### config.mk
export PLATFORM = sky130hd
export DESIGN_NAME = regulator_control_status
export DESIGN_NICKNAME = d
export VERILOG_FILES = /design/src/rtl/regulator_pkg.sv /design/src/rtl/channel_sequencer.sv /design/src/rtl/regulator_control_status.sv
export SDC_FILE = /design/constraint.sdc
export NUM_CORES = 1
export LEC_CHECK = 0
export BUFFER_PORTS_ARGS = -buffer_cell sky130_fd_sc_hd__buf_2
export CORE_MARGIN = 1.5
export CORE_UTILIZATION = 30
export CTS_BUF_LIST = sky130_fd_sc_hd__clkbuf_16
export DETAILED_ROUTE_END_ITERATION = 10
export PLACE_DENSITY = 0.47
export SKIP_CTS_REPAIR_TIMING = 1
export SYNTH_ARGS = -nofsm -noshare
export SYNTH_HDL_FRONTEND = slang
export SYNTH_HIERARCHICAL = 1
export SYNTH_SLANG_ARGS = --single-unit
### constraint.sdc
create_clock -name clk -period 6 [get_ports clk]
set_clock_uncertainty 0.05 [all_clocks]
set_input_delay 1.8 -clock clk [delete_from_list [all_inputs] [get_ports clk]]
set_output_delay 1.8 -clock clk [all_outputs]
set_load 0.02 [all_outputs]
### src/rtl/regulator_pkg.sv
// constants, types and the setpoint decoder shared by the regulator control logic
// assumes one 200 MHz system clock; host transaction decoding lives outside this block
// Summary of operation
// - after reset every channel regulates to its built-in default setpoint until one is written.
// - a step-down channel takes its setpoint from the low bank while the select pin is low, else the high bank.
// - the setpoint is a 6-bit code, bits 5:3 a range column and 2:0 a step, 0.600 V to 3.900 V.
// - a step-down channel's on bit enables it at 1 and disables it at 0, independent of the others.
// - each channel has a 3-bit turn-on delay, 0 ms at code 0, 2 ms at code 1, doubling up to 128 ms.
// - a step-down channel's mode bit at 1 forces fixed-frequency operation, at 0 allows power saving.
// - a step-down channel's power-good bit reads 0 while its output is below the threshold, else 1.
// - with a channel unmasked and regulating, an output drop pulls the alert low until that power-good bit is read.
// - a linear channel's power-good bit reads 0 while its output is below its threshold.
// - a linear channel has one setpoint field with the same encoding and no bank selection.
// - a linear channel's on bit enables it at 1 and disables it at 0, independent of the others.
// - a linear channel's pull-down is on only while its discharge bit is 1 and it is disabled.
// - a linear channel's reduced-bias bit at 1 selects low-power bias, at 0 normal bias.
// - an enabled step-down channel follows a fixed soft-start ramp before it reports regulation.
package regulator_pkg;

  localparam int NUM_BUCK = 3;
  localparam int NUM_LDO = 4;
  localparam int NUM_CH = NUM_BUCK + NUM_LDO;
  localparam int CODE_W = 6;
  localparam int DELAY_W = 3;
  localparam int MV_W = 12;
  localparam int CNT_W = 32;

  localparam int CLK_PERIOD_NS = 5;
  localparam int DELAY_UNIT_MS = 2;
  localparam int SOFTSTART_US = 400;
  localparam int DELAY_UNIT_CYC = (DELAY_UNIT_MS * 1000000) / CLK_PERIOD_NS;
  localparam int SOFTSTART_CYC = (SOFTSTART_US * 1000) / CLK_PERIOD_NS;

  localparam logic [CODE_W-1:0] SETPOINT_RST = 6'h00;
  localparam logic [2:0] CHAN_INDEX_MAX = 3'h6;

  // decoded setpoint table, millivolts
  localparam logic [MV_W-1:0] COL_BASE_MV [8] = '{12'h258, 12'h320, 12'h3e8, 12'h4b0,
                                                 12'h640, 12'h7d0, 12'h960, 12'hc80};
  localparam logic [MV_W-1:0] COL_STEP_MV [8] = '{12'h019, 12'h019, 12'h019, 12'h032,
                                                 12'h032, 12'h032, 12'h064, 12'h064};

  typedef enum logic [1:0] {CH_OFF, CH_WAIT, CH_RAMP, CH_REG} ch_state_t;

  typedef struct packed {
    logic valid;
    logic [2:0] chan;
    logic high_bank;
    logic [CODE_W-1:0] code;
  } sp_wr_t;

  typedef struct packed {
    logic drive_en;
    logic ramp_active;
    logic regulating;
    logic power_good;
    logic fault_pend;
  } ch_stat_t;

  function automatic logic [MV_W-1:0] code_to_mv(input logic [CODE_W-1:0] code);
    logic [MV_W-1:0] step;
    step = COL_STEP_MV[code[5:3]] * MV_W'(code[2:0]);
    return COL_BASE_MV[code[5:3]] + step;
  endfunction

endpackage

### src/rtl/channel_sequencer.sv
// one regulator channel: turn-on delay, soft-start, power-good and fault latch
// assumes the power-good comparator is an asynchronous pin and read pulses are on clk
module channel_sequencer
  import regulator_pkg::*;
#(
  parameter int DELAY_UNIT = DELAY_UNIT_CYC,
  parameter int RAMP_CYC = SOFTSTART_CYC
)
(
  input wire logic clk,
  input wire logic rst_n,
  input wire logic on,
  input wire logic [DELAY_W-1:0] delay_code,
  input wire logic unmask,
  input wire logic pg_pin,
  input wire logic ok_read,
  output ch_stat_t stat
);

  ch_state_t state_q, state_d;
  logic [CNT_W-1:0] cnt_q, cnt_d;
  logic [CNT_W-1:0] target;
  logic [2:0] pg_sync_q;
  logic pg_q, pg_d;
  logic fault_q, fault_d;
  logic drop;

  // cycles of turn-on delay for the programmed code
  always_comb
  begin
    if (delay_code == '0)
      target = '0;
    else
      target = CNT_W'(DELAY_UNIT) << (delay_code - 3'h1);
  end

  always_comb
  begin
    state_d = state_q;
    cnt_d = cnt_q;
    if (!on)
    begin
      state_d = CH_OFF;
      cnt_d = '0;
    end
    else
    begin
      unique case (state_q)
        CH_OFF:
        begin
          cnt_d = '0;
          state_d = (target == '0) ? CH_RAMP : CH_WAIT;
        end
        CH_WAIT:
        begin
          cnt_d = cnt_q + 1'b1;
          if (cnt_q == target - 1'b1)
          begin
            cnt_d = '0;
            state_d = CH_RAMP;
          end
        end
        CH_RAMP:
        begin
          cnt_d = cnt_q + 1'b1;
          if (cnt_q == CNT_W'(RAMP_CYC - 1))
          begin
            cnt_d = '0;
            state_d = CH_REG;
          end
        end
        CH_REG:
          cnt_d = '0;
      endcase
    end
  end

  // comparator level passes three flops; a change counts once stages two and three agree
  always_comb
  begin
    pg_d = pg_q;
    if (pg_sync_q[1] == pg_sync_q[2])
      pg_d = pg_sync_q[2];
    drop = pg_q && !pg_d;
    fault_d = fault_q;
    if (ok_read)
      fault_d = 1'b0;
    if (drop && unmask && state_q == CH_REG)
      fault_d = 1'b1;
  end

  always_ff @(posedge clk or negedge rst_n)
  begin
    if (!rst_n)
    begin
      state_q <= CH_OFF;
      cnt_q <= '0;
      pg_sync_q <= 3'h0;
      pg_q <= 1'b0;
      fault_q <= 1'b0;
    end
    else
    begin
      state_q <= state_d;
      cnt_q <= cnt_d;
      pg_sync_q <= {pg_sync_q[1:0], pg_pin};
      pg_q <= pg_d;
      fault_q <= fault_d;
    end
  end

  assign stat.drive_en = (state_q == CH_RAMP) || (state_q == CH_REG);
  assign stat.ramp_active = (state_q == CH_RAMP);
  assign stat.regulating = (state_q == CH_REG);
  assign stat.power_good = pg_q;
  assign stat.fault_pend = fault_q;

  chk_off_drops_drive: assert property (@(posedge clk) disable iff (!rst_n)
    !on |=> !stat.drive_en)
    else $error("channel still driven after its on bit cleared");

  chk_zero_delay_ramp: assert property (@(posedge clk) disable iff (!rst_n)
    (state_q == CH_OFF && on && delay_code == '0) |=> stat.ramp_active)
    else $error("zero delay did not start the ramp at once");

  chk_ramp_only_after: assert property (@(posedge clk) disable iff (!rst_n)
    (state_q == CH_WAIT && on && cnt_q < target - 1'b1) |=> !stat.drive_en)
    else $error("output driven before turn-on delay elapsed");

  chk_ramp_not_early: assert property (@(posedge clk) disable iff (!rst_n)
    $rose(stat.ramp_active) && on && RAMP_CYC > 1 |=> stat.ramp_active && !stat.regulating)
    else $error("soft-start ended too early");

  chk_fault_latches: assert property (@(posedge clk) disable iff (!rst_n)
    (drop && unmask && state_q == CH_REG) |=> stat.fault_pend)
    else $error("unmasked power drop did not latch a fault");

  chk_fault_held: assert property (@(posedge clk) disable iff (!rst_n)
    (stat.fault_pend && !ok_read) |=> stat.fault_pend)
    else $error("fault cleared without a read");

  cov_delayed_start: cover property (@(posedge clk) disable iff (!rst_n)
    state_q == CH_WAIT ##1 state_q == CH_RAMP);
  cov_fault_read: cover property (@(posedge clk) disable iff (!rst_n)
    stat.fault_pend ##1 !stat.fault_pend);

endmodule // channel_sequencer

### src/rtl/regulator_control_status.sv
// control and status for three step-down and four linear regulator channels
// assumes a transaction layer on clk delivers writes and read requests; scl,
// the bank-select pin and the comparators arrive asynchronously
module regulator_control_status
  import regulator_pkg::*;
#(
  parameter int DELAY_UNIT = DELAY_UNIT_CYC,
  parameter int RAMP_CYC = SOFTSTART_CYC,
  parameter logic [CODE_W-1:0] BUCK_DEFAULT_LOW = SETPOINT_RST,
  parameter logic [CODE_W-1:0] BUCK_DEFAULT_HIGH = SETPOINT_RST,
  parameter logic [CODE_W-1:0] LDO_DEFAULT = SETPOINT_RST
)
(
  input wire logic clk,
  input wire logic rst_n,
  input wire logic scl,
  input wire logic setpoint_bank_select_pin,
  input sp_wr_t sp_wr,
  input wire logic [NUM_CH-1:0] chan_on,
  input wire logic [NUM_CH*DELAY_W-1:0] turn_on_delay,
  input wire logic [NUM_BUCK-1:0] pwm_force,
  input wire logic [NUM_LDO-1:0] output_discharge_enable,
  input wire logic [NUM_LDO-1:0] reduced_bias_select,
  input wire logic [NUM_CH-1:0] fault_irq_unmask,
  input wire logic [NUM_CH-1:0] power_good_pin,
  input wire logic [NUM_CH-1:0] ok_read_req,
  output logic [NUM_CH-1:0] regulator_enable,
  output logic [NUM_CH-1:0] ramp_active,
  output logic [NUM_CH-1:0] regulating,
  output logic [NUM_CH-1:0] power_good,
  output logic [NUM_CH*CODE_W-1:0] output_setpoint_code,
  output logic [NUM_CH*MV_W-1:0] output_setpoint_mv,
  output logic [NUM_BUCK-1:0] fixed_pwm_mode,
  output logic [NUM_LDO-1:0] pulldown_on,
  output logic [NUM_LDO-1:0] low_bias_on,
  output logic host_alert_n
);

  logic [CODE_W-1:0] low_bank_q [NUM_BUCK];
  logic [CODE_W-1:0] low_bank_d [NUM_BUCK];
  logic [CODE_W-1:0] high_bank_q [NUM_BUCK];
  logic [CODE_W-1:0] high_bank_d [NUM_BUCK];
  logic [CODE_W-1:0] ldo_sp_q [NUM_LDO];
  logic [CODE_W-1:0] ldo_sp_d [NUM_LDO];
  logic [CODE_W-1:0] active_d [NUM_CH];
  logic [NUM_CH*CODE_W-1:0] code_q, code_d;
  logic [NUM_CH*MV_W-1:0] mv_q, mv_d;
  logic [2:0] sel_sync_q, scl_sync_q;
  logic sel_q, sel_d;
  logic scl_q, scl_d;
  logic scl_rise;
  logic [NUM_CH-1:0] ok_read;
  logic [NUM_CH-1:0] fault_pend;
  logic [NUM_BUCK-1:0] pwm_q, pwm_d;
  logic [NUM_LDO-1:0] pull_q, pull_d;
  logic [NUM_LDO-1:0] bias_q, bias_d;
  logic alert_n_q, alert_n_d;
  ch_stat_t stat [NUM_CH];

  // pin inputs pass three flops; the filtered level moves once stages two and three agree
  always_comb
  begin
    sel_d = sel_q;
    scl_d = scl_q;
    if (sel_sync_q[1] == sel_sync_q[2])
      sel_d = sel_sync_q[2];
    if (scl_sync_q[1] == scl_sync_q[2])
      scl_d = scl_sync_q[2];
    scl_rise = scl_d && !scl_q;
  end

  always_ff @(posedge clk or negedge rst_n)
  begin
    if (!rst_n)
    begin
      sel_sync_q <= 3'h0;
      scl_sync_q <= 3'h7;
      sel_q <= 1'b0;
      scl_q <= 1'b1;
    end
    else
    begin
      sel_sync_q <= {sel_sync_q[1:0], setpoint_bank_select_pin};
      scl_sync_q <= {scl_sync_q[1:0], scl};
      sel_q <= sel_d;
      scl_q <= scl_d;
    end
  end

  // a status read counts when the host clocks the byte out on a rising scl edge
  assign ok_read = scl_rise ? ok_read_req : '0;

  // setpoint storage: two banks per step-down channel, one field per linear channel
  always_comb
  begin
    for (int i = 0; i < NUM_BUCK; i++)
    begin
      low_bank_d[i] = low_bank_q[i];
      high_bank_d[i] = high_bank_q[i];
      if (sp_wr.valid && sp_wr.chan == 3'(i))
      begin
        if (sp_wr.high_bank)
          high_bank_d[i] = sp_wr.code;
        else
          low_bank_d[i] = sp_wr.code;
      end
    end
    for (int j = 0; j < NUM_LDO; j++)
    begin
      ldo_sp_d[j] = ldo_sp_q[j];
      if (sp_wr.valid && sp_wr.chan == 3'(j + NUM_BUCK) && sp_wr.chan <= CHAN_INDEX_MAX)
        ldo_sp_d[j] = sp_wr.code;
    end
  end

  always_ff @(posedge clk or negedge rst_n)
  begin
    if (!rst_n)
    begin
      for (int i = 0; i < NUM_BUCK; i++)
      begin
        low_bank_q[i] <= BUCK_DEFAULT_LOW;
        high_bank_q[i] <= BUCK_DEFAULT_HIGH;
      end
      for (int j = 0; j < NUM_LDO; j++)
        ldo_sp_q[j] <= LDO_DEFAULT;
    end
    else
    begin
      low_bank_q <= low_bank_d;
      high_bank_q <= high_bank_d;
      ldo_sp_q <= ldo_sp_d;
    end
  end

  // active setpoint and its decoded voltage, registered
  always_comb
  begin
    for (int i = 0; i < NUM_BUCK; i++)
      active_d[i] = sel_d ? high_bank_d[i] : low_bank_d[i];
    for (int j = 0; j < NUM_LDO; j++)
      active_d[j + NUM_BUCK] = ldo_sp_d[j];
    for (int k = 0; k < NUM_CH; k++)
    begin
      code_d[k*CODE_W +: CODE_W] = active_d[k];
      mv_d[k*MV_W +: MV_W] = code_to_mv(active_d[k]);
    end
  end

  // mode bits and the pull-down follow their control and the channel state
  always_comb
  begin
    pwm_d = pwm_force;
    bias_d = reduced_bias_select;
    for (int j = 0; j < NUM_LDO; j++)
      pull_d[j] = output_discharge_enable[j] && !chan_on[j + NUM_BUCK]
                  && !stat[j + NUM_BUCK].drive_en;
    alert_n_d = ~|fault_pend;
  end

  always_ff @(posedge clk or negedge rst_n)
  begin
    if (!rst_n)
    begin
      code_q <= {{NUM_LDO{LDO_DEFAULT}}, {NUM_BUCK{BUCK_DEFAULT_LOW}}};
      mv_q <= '0;
      pwm_q <= '0;
      pull_q <= '0;
      bias_q <= '0;
      alert_n_q <= 1'b1;
    end
    else
    begin
      code_q <= code_d;
      mv_q <= mv_d;
      pwm_q <= pwm_d;
      pull_q <= pull_d;
      bias_q <= bias_d;
      alert_n_q <= alert_n_d;
    end
  end

  for (genvar c = 0; c < NUM_CH; c++)
  begin : g_ch
    channel_sequencer #(
      .DELAY_UNIT(DELAY_UNIT),
      .RAMP_CYC(c < NUM_BUCK ? RAMP_CYC : 1)
    ) u_seq (
      .clk(clk),
      .rst_n(rst_n),
      .on(chan_on[c]),
      .delay_code(turn_on_delay[c*DELAY_W +: DELAY_W]),
      .unmask(fault_irq_unmask[c]),
      .pg_pin(power_good_pin[c]),
      .ok_read(ok_read[c]),
      .stat(stat[c])
    );
    assign regulator_enable[c] = stat[c].drive_en;
    assign ramp_active[c] = stat[c].ramp_active;
    assign regulating[c] = stat[c].regulating;
    assign power_good[c] = stat[c].power_good;
    assign fault_pend[c] = stat[c].fault_pend;
  end

  assign output_setpoint_code = code_q;
  assign output_setpoint_mv = mv_q;
  assign fixed_pwm_mode = pwm_q;
  assign pulldown_on = pull_q;
  assign low_bias_on = bias_q;
  assign host_alert_n = alert_n_q;

  chk_bank_follows_pin: assert property (@(posedge clk) disable iff (!rst_n)
    output_setpoint_code[CODE_W-1:0] == $past(sel_d ? high_bank_d[0] : low_bank_d[0]))
    else $error("step-down setpoint not taken from the selected bank");

  chk_alert_from_fault: assert property (@(posedge clk) disable iff (!rst_n)
    (|fault_pend) |=> !host_alert_n)
    else $error("pending fault did not pull the alert low");

  chk_pulldown_when_off: assert property (@(posedge clk) disable iff (!rst_n)
    (chan_on[NUM_BUCK] || !output_discharge_enable[0]) |=> !pulldown_on[0])
    else $error("pull-down on while enabled or not allowed");

  chk_ldo_write_kept: assert property (@(posedge clk) disable iff (!rst_n)
    (sp_wr.valid && sp_wr.chan == 3'h3) |=> output_setpoint_code[3*CODE_W +: CODE_W]
      == $past(sp_wr.code))
    else $error("linear setpoint write not applied");

  chk_ldo_codes_held: assert property (@(posedge clk) disable iff (!rst_n)
    !sp_wr.valid |=> $stable(output_setpoint_code[NUM_CH*CODE_W-1:NUM_BUCK*CODE_W]))
    else $error("linear setpoint moved without a write");

  chk_bank_pin_filtered: assert property (@(posedge clk) disable iff (!rst_n)
    $changed(sel_q) |-> $past(setpoint_bank_select_pin, 3) == sel_q
      && $past(setpoint_bank_select_pin, 4) == sel_q)
    else $error("bank select moved before two stages agreed");

  chk_alert_released: assert property (@(posedge clk) disable iff (!rst_n)
    !(|fault_pend) |=> host_alert_n)
    else $error("alert held low with no fault pending");

  chk_alert_needs_fault: assert property (@(posedge clk) disable iff (!rst_n)
    $fell(host_alert_n) |-> $past(|fault_pend))
    else $error("alert fell without a pending fault");

  // per-channel guards
  for (genvar a = 0; a < NUM_CH; a++)
  begin : g_chk
    chk_mv_tracks_code: assert property (@(posedge clk) disable iff (!rst_n)
      $past(rst_n) |-> output_setpoint_mv[a*MV_W +: MV_W]
        == code_to_mv(output_setpoint_code[a*CODE_W +: CODE_W]))
      else $error("decoded millivolts do not match the active code");

    chk_masked_no_fault: assert property (@(posedge clk) disable iff (!rst_n)
      (!fault_irq_unmask[a] && !fault_pend[a]) |=> !fault_pend[a])
      else $error("masked channel latched a fault");

    chk_enable_needs_on: assert property (@(posedge clk) disable iff (!rst_n)
      !chan_on[a] |=> !regulator_enable[a])
      else $error("channel enabled while its on bit is clear");

    chk_pg_follows_filter: assert property (@(posedge clk) disable iff (!rst_n)
      $changed(power_good[a]) |-> $past(power_good_pin[a], 3) == power_good[a]
        && $past(power_good_pin[a], 4) == power_good[a])
      else $error("power-good status moved before two stages agreed");
  end

  // step-down guards
  for (genvar b = 0; b < NUM_BUCK; b++)
  begin : g_buck_chk
    chk_buck_bank_pick: assert property (@(posedge clk) disable iff (!rst_n)
      output_setpoint_code[b*CODE_W +: CODE_W]
        == $past(sel_d ? high_bank_d[b] : low_bank_d[b]))
      else $error("step-down setpoint not taken from the selected bank");

    chk_buck_write_shows: assert property (@(posedge clk) disable iff (!rst_n)
      (sp_wr.valid && sp_wr.chan == 3'(b) && sp_wr.high_bank == sel_d)
        |=> output_setpoint_code[b*CODE_W +: CODE_W] == $past(sp_wr.code))
      else $error("write to the selected bank not applied");

    chk_pwm_follows_bit: assert property (@(posedge clk) disable iff (!rst_n)
      1'b1 |=> fixed_pwm_mode[b] == $past(pwm_force[b]))
      else $error("fixed-frequency mode does not follow its bit");
  end

  // linear guards
  for (genvar l = 0; l < NUM_LDO; l++)
  begin : g_ldo_chk
    chk_bias_follows_bit: assert property (@(posedge clk) disable iff (!rst_n)
      1'b1 |=> low_bias_on[l] == $past(reduced_bias_select[l]))
      else $error("bias state does not follow its bit");

    chk_pulldown_when_allowed: assert property (@(posedge clk) disable iff (!rst_n)
      (output_discharge_enable[l] && !chan_on[l+NUM_BUCK] && !regulator_enable[l+NUM_BUCK])
        |=> pulldown_on[l])
      else $error("pull-down off although allowed and disabled");

    chk_ldo_quick_start: assert property (@(posedge clk) disable iff (!rst_n)
      (ramp_active[l+NUM_BUCK] && chan_on[l+NUM_BUCK]) |=> regulating[l+NUM_BUCK])
      else $error("linear channel did not reach regulation");
  end

  cov_bank_switch: cover property (@(posedge clk) disable iff (!rst_n) $changed(sel_q));
  cov_alert_raised: cover property (@(posedge clk) disable iff (!rst_n) $fell(host_alert_n));
  cov_pulldown_on: cover property (@(posedge clk) disable iff (!rst_n) $rose(pulldown_on[0]));

endmodule // regulator_control_status

After elaboration in Yosys (flattened, before gate mapping):

Memory sizes are Yosys's and may differ from the RTL's.
Cells that the tools add are included.

* bits in registers: 479
* latch bits: 0
* bits in writable memories: 0
* memory bits (read-only): 1344
* output and inout bits: 166
* logic and storage cells: 447
* memories kept: 14

Memory list
* (no name shown): words 8, width 12, read ports 1, clocked after memory_dff 0, wr ports 0, line regulator_pkg.sv:63 `return COL_BASE_MV[code[5:3]] + step;`
* (no name shown): words 8, width 12, read ports 1, clocked after memory_dff 0, wr ports 0, line regulator_pkg.sv:62 `step = COL_STEP_MV[code[5:3]] * MV_W'(code[2:0]);`
* (no name shown): words 8, width 12, read ports 1, clocked after memory_dff 0, wr ports 0, line regulator_pkg.sv:63
* (no name shown): words 8, width 12, read ports 1, clocked after memory_dff 0, wr ports 0, line regulator_pkg.sv:62
* (no name shown): words 8, width 12, read ports 1, clocked after memory_dff 0, wr ports 0, line regulator_pkg.sv:63
* (no name shown): words 8, width 12, read ports 1, clocked after memory_dff 0, wr ports 0, line regulator_pkg.sv:62
* 8 more memories

* add/subtract/negate cells: 28
* $mul: 7
* divide/modulo/power cells: 0
* magnitude comparators: 8
* equal/unequal tests: 67
* shifts and indexed selects: 7
* muxes and demuxes: 141
* bitwise gates (word level): 7
* reduce and logical (&&, ||, !) cells: 113

Operator list (number)
* 2-to-1 mux 32 bit: 28
* case mux 32 bit (3 select lines): 7
* zero test 32 bit: 11
* 2-to-1 mux 12 bit: 28
* adder 32 x 1 -> 32 bit, second input constant: 7
* == test 32 bit: 7
* << shifter 19 x 3 -> 32 bit, first input constant: 7
* subtractor 32 x 1 -> 32 bit, second input constant: 7
* 2-to-1 mux 6 bit: 19
* == test 32 x 17 -> 1 bit, second input constant: 3
* adder 12 bit: 7
* multiplier 12 x 3 -> 12 bit: 7
* 2-to-1 mux 2 bit: 28
* inequality test 3 x 2 -> 1 bit, second input constant: 14
* case mux 2 bit (3 select lines): 7
* logical AND 1 bit: 41
* == test 2 bit, second input constant: 14
* greater-or-equal comparator 4 bit, second input constant: 7
* inequality test 4 x 1 -> 1 bit, second input constant: 7
* inverter 3 -> 4 bit: 7
* zero test 3 bit: 8
* 2-to-1 mux 1 bit: 23
* AND reduction 3 bit: 7
* subtractor 3 x 1 -> 3 bit, second input constant: 7
* 13 further kinds: 70

Depth between registers and ports, before layout:

* depth in word-level cells: 10
* depth in mapped cells: 21
* gate-level depth less buffers: 20

Cells and area by module:

The synthesis kept the hierarchy.

Modules (own cells, without submodules)
* channel_sequencer at g_ch[3].u_seq ...: times used 4, cells an instance 352, area each 2989.1 um^2
* regulator_control_status: times used 1, cells an instance 1152, area each 11685.0 um^2
* channel_sequencer at g_ch[0].u_seq ...: times used 2, cells an instance 372, area each 3123.0 um^2
* channel_sequencer at g_ch[2].u_seq: times used 1, cells an instance 349, area each 2941.6 um^2

Least setup slack after synthesis:

No wires, ideal clock.

* kind: input port to flip-flop
* from: in sp_wr[10] (netlist name)
* to: reg mv_q[57], in the netlist output_setpoint_mv[57]
* setup time: 0.080 ns
* arrival: 6.100 ns
* required time: 5.870 ns
* path slack: -0.230 ns
* stages: 18
* path buffers: 2
* path through: buf_2 nor4bb_1 buf_2 mux2i_1 inv_1 ha_1 or3_1 fa_1 inv_1 fa_1 ha_1 fa_1 a21o_1 a21oi_1 nor2b_1 o21a_1 nor2_1 xnor2_1

RTL lines
* start: declaration: line regulator_control_status.sv:18 `input sp_wr_t sp_wr,`
* end signal: assignment: line regulator_control_status.sv:175 `mv_q <= mv_d;`
* end: declaration: line regulator_control_status.sv:47 `logic [NUM_CH*MV_W-1:0] mv_q, mv_d;`

==> impl_metrics.env <==
export IMPL_antenna_found_initial=5
export IMPL_grt_total_usage=0.165
export IMPL_fin_crit_ns=5.51
export IMPL_cts_tree="done"
export IMPL_cts_clk_slew_worst_paths_ns=0.05
export IMPL_p_leak_nw=17.8
export IMPL_grt_max_degree=110
export IMPL_cts_max_path_buffers=3
export IMPL_wire_per_inst_um=16.7
export IMPL_hold_ws_ns=0.296
export IMPL_met3_usage=0.0248
export IMPL_die_w_um=334
export IMPL_slew_viol_final=0
export IMPL_ir_worst_vdd_mv=0.302
export IMPL_area_growth_pct=19.0
export IMPL_multi_input_area_um2=19300
export IMPL_arrival_ns=6.03
export IMPL_portBuffers=240
export IMPL_vias_per_cell=4.88
export IMPL_synthCells=3653
export IMPL_drtIter0Drc=1749
export IMPL_cp_max_fo=9
export IMPL_ys_seq_elements=455
export IMPL_max_slew_margin=0.307
export IMPL_synth_async_reset_ratio=1.00
export IMPL_status="finished, final reports clean"
export IMPL_synthDistinctLibCells=105
export IMPL_die_h_um=334
export IMPL_rsz0062_at_grt="no"
export IMPL_dpl_cell_count=5381
export IMPL_grt_use_met2=0.267
export IMPL_seq_area_frac_synth=0.347
export IMPL_ys_flop_type="dfrtp_1"
export IMPL_busiest_layer="met2"
export IMPL_grt_ovfl_total=0
export IMPL_ant_nets=0
export IMPL_cts_buffers=59
export IMPL_setup_viol=0
export IMPL_instances_no_fill=5494
export IMPL_tightestPinTransition_ns=1.02
export IMPL_first_global_vias=26400
export IMPL_fmax_mhz=181
export IMPL_design_core_area_um2=109000
export IMPL_p_sw_mw=5.15
export IMPL_power_mw=13.5
export IMPL_clkSinkCount=455
export IMPL_final_area_um2=39100
export IMPL_post_route_util=0.359
export IMPL_final_cell_mix="506 x nor2_1, 450 x dfrtp_1, 293 x inv_1, 263 x buf_4, 239 x buf_2"
export IMPL_internal_power_mw=8.38
export IMPL_postRouteWirelength_um=91800
export IMPL_vias=26800
export IMPL_layout_commonest_cell="nor2_1"
export IMPL_syn_area_um2=32800
export IMPL_drv_cap=0
export IMPL_start_util=0.302
export IMPL_fin_nets=4365
export IMPL_p_sw_frac=0.381
export IMPL_clockRootBuffer="clkbuf_16"
export IMPL_critical_path_class="in -> reg"
export IMPL_io_pins=241
export IMPL_critPathCaptureType="flop"
export IMPL_synth_edf_count=0
export IMPL_drive_gt1_frac=0.185
export IMPL_fill_cells=11300
export IMPL_syn_nets=3990
export IMPL_clk_latency_ns=0.69
export IMPL_p_comb_frac=0.434
export IMPL_drtPass1Iterations=8
export IMPL_period_share=0.918
export IMPL_p_per_area_nw_per_um2=346
export IMPL_die_area_um2=111000
export IMPL_avgSynthCellArea_um2=8.99
export IMPL_final_seq_area_um2=11400
export IMPL_p_seq_frac=0.285
export IMPL_gp_congestion=0.864
export IMPL_drc=0
export IMPL_finalHoldViolCount=0
export IMPL_grtUsageMet1=0.229
export IMPL_hp_class="reg -> reg"
export IMPL_required_ns=6.52
export IMPL_htree_levels=2
export IMPL_num_rows=121
export IMPL_placed_cell_area_um2=37000
export IMPL_start_kind="primary input"
export IMPL_ys_warnings_count=6
export IMPL_grt_pass1_wl_um=149000
export IMPL_hpwlAfterDp_um=69000
export IMPL_power_frac_clock=0.281
[cell families (layout without fill, tap and decap cells)]
kind of cell    Yosys count  after routing  synth area share
xor+xnor                353            353            0.0977
mux                     109            109            0.0358
buf+inv                 490            915            0.0648
simple gates           1423           1423             0.220
fa+ha+maj               271            271             0.122
flops                   455            455             0.347
other cells               0              2                 0
compound gates          552            552             0.113
[registers in the layout, indices dropped and copies added, names as in the netlist]
name	flops
low_bank_q	18
low_bias_on	4
pulldown_on	4
host_alert_n	1
sel_q	1
high_bank_q	18
fixed_pwm_mode	3
g_ch.u_seq/pg_q	7
output_setpoint_mv	84
scl_sync_q	3
g_ch.u_seq/cnt_q	224
g_ch.u_seq/fault_q	7
sel_sync_q	3
scl_q	1
g_ch.u_seq/state_q	14
g_ch.u_seq/pg_sync_q	21
output_setpoint_code	42
[critical path, stage by stage]
cell	delay [ns]
buf_2	0.16
or4b_1	0.60
o211ai_1	0.19
o211a_1	0.23
inv_1	0.09
ha_1	0.21
a21oi_1	0.23
nor2_1	0.10
fa_1	0.50
fa_1	0.51
ha_1	0.24
fa_1	0.38
a21oi_1	0.16
o21ai_0	0.17
o21ai_0	0.26
nor2b_1	0.08
o22ai_1	0.12
[power by group through the flow]
stage          sequential [mW]  combinational [mW]  clock, mW
3_5_place_dp              3.91                5.92          0
4_1_cts                   3.87                5.97       3.95
6_report                  3.86                5.87       3.80
5_1_grt                   3.91                6.63       4.07
3_3_place_gp              3.93                5.94          0
2_1_floorplan             4.24                3.42          0
[cell type report]
cell class,instances,area share
diodes,2,0.000128
clock buffers,60,0.0384
clock inverters,51,0.0149
inverters,291,0.0280
multi-input cells,2708,0.495
flip-flops and latches,455,0.292
well taps,1414,0.0453
repair buffers,513,0.0867
[cells in the mapped netlist, types with 62 or more instances]
master,number,share of area
o21ai_0,151,0.023
nor3_1,70,0.011
nand2_1,232,0.027
nor2_1,506,0.058
mux2i_1,65,0.020
buf_2,62,0.0095
a21oi_1,111,0.017
xnor2_1,175,0.047
clkbuf_1,77,0.0088
nand3_1,120,0.018
dfrtp_1,450,0.34
nand4_1,70,0.013
fa_1,84,0.051
xor2_1,170,0.045
ha_1,178,0.068
inv_1,286,0.033
[layer usage]
metal,part of all wire,routed length (µm)
met1,0.47,43500
met2,0.46,42700
met3,0.042,3880
met4,0.019,1750
met5,0.00047,43
[through the flow]
step / setup WS, ns / setup TNS, ns
6_report: 0.490 / 0
3_3_place_gp: -0.149 / -0.702
3_5_place_dp: -0.226 / -1.33
2_1_floorplan: -0.0241 / -0.0241
4_1_cts: 0.519 / 0
5_1_grt: 0.151 / 0
[worst paths after layout]
check                                    from                       to  slack (ns)  depth (start not counted)
worst max-delay path                 sp_wr[7]   output_setpoint_mv[11]        0.49                         17
worst max register to register  sel_sync_q[1]   output_setpoint_mv[35]        0.99                         17
min in group asynchronous               rst_n   output_setpoint_mv[63]        1.04                          1
max in group asynchronous               rst_n  g_ch[0].u_seq/cnt_q[10]        3.63                          2
worst min register to register  sel_sync_q[0]            sel_sync_q[1]        0.30                          0
worst min-delay path            sel_sync_q[0]            sel_sync_q[1]        0.30                          0
(Power assumes the default switching activity.)
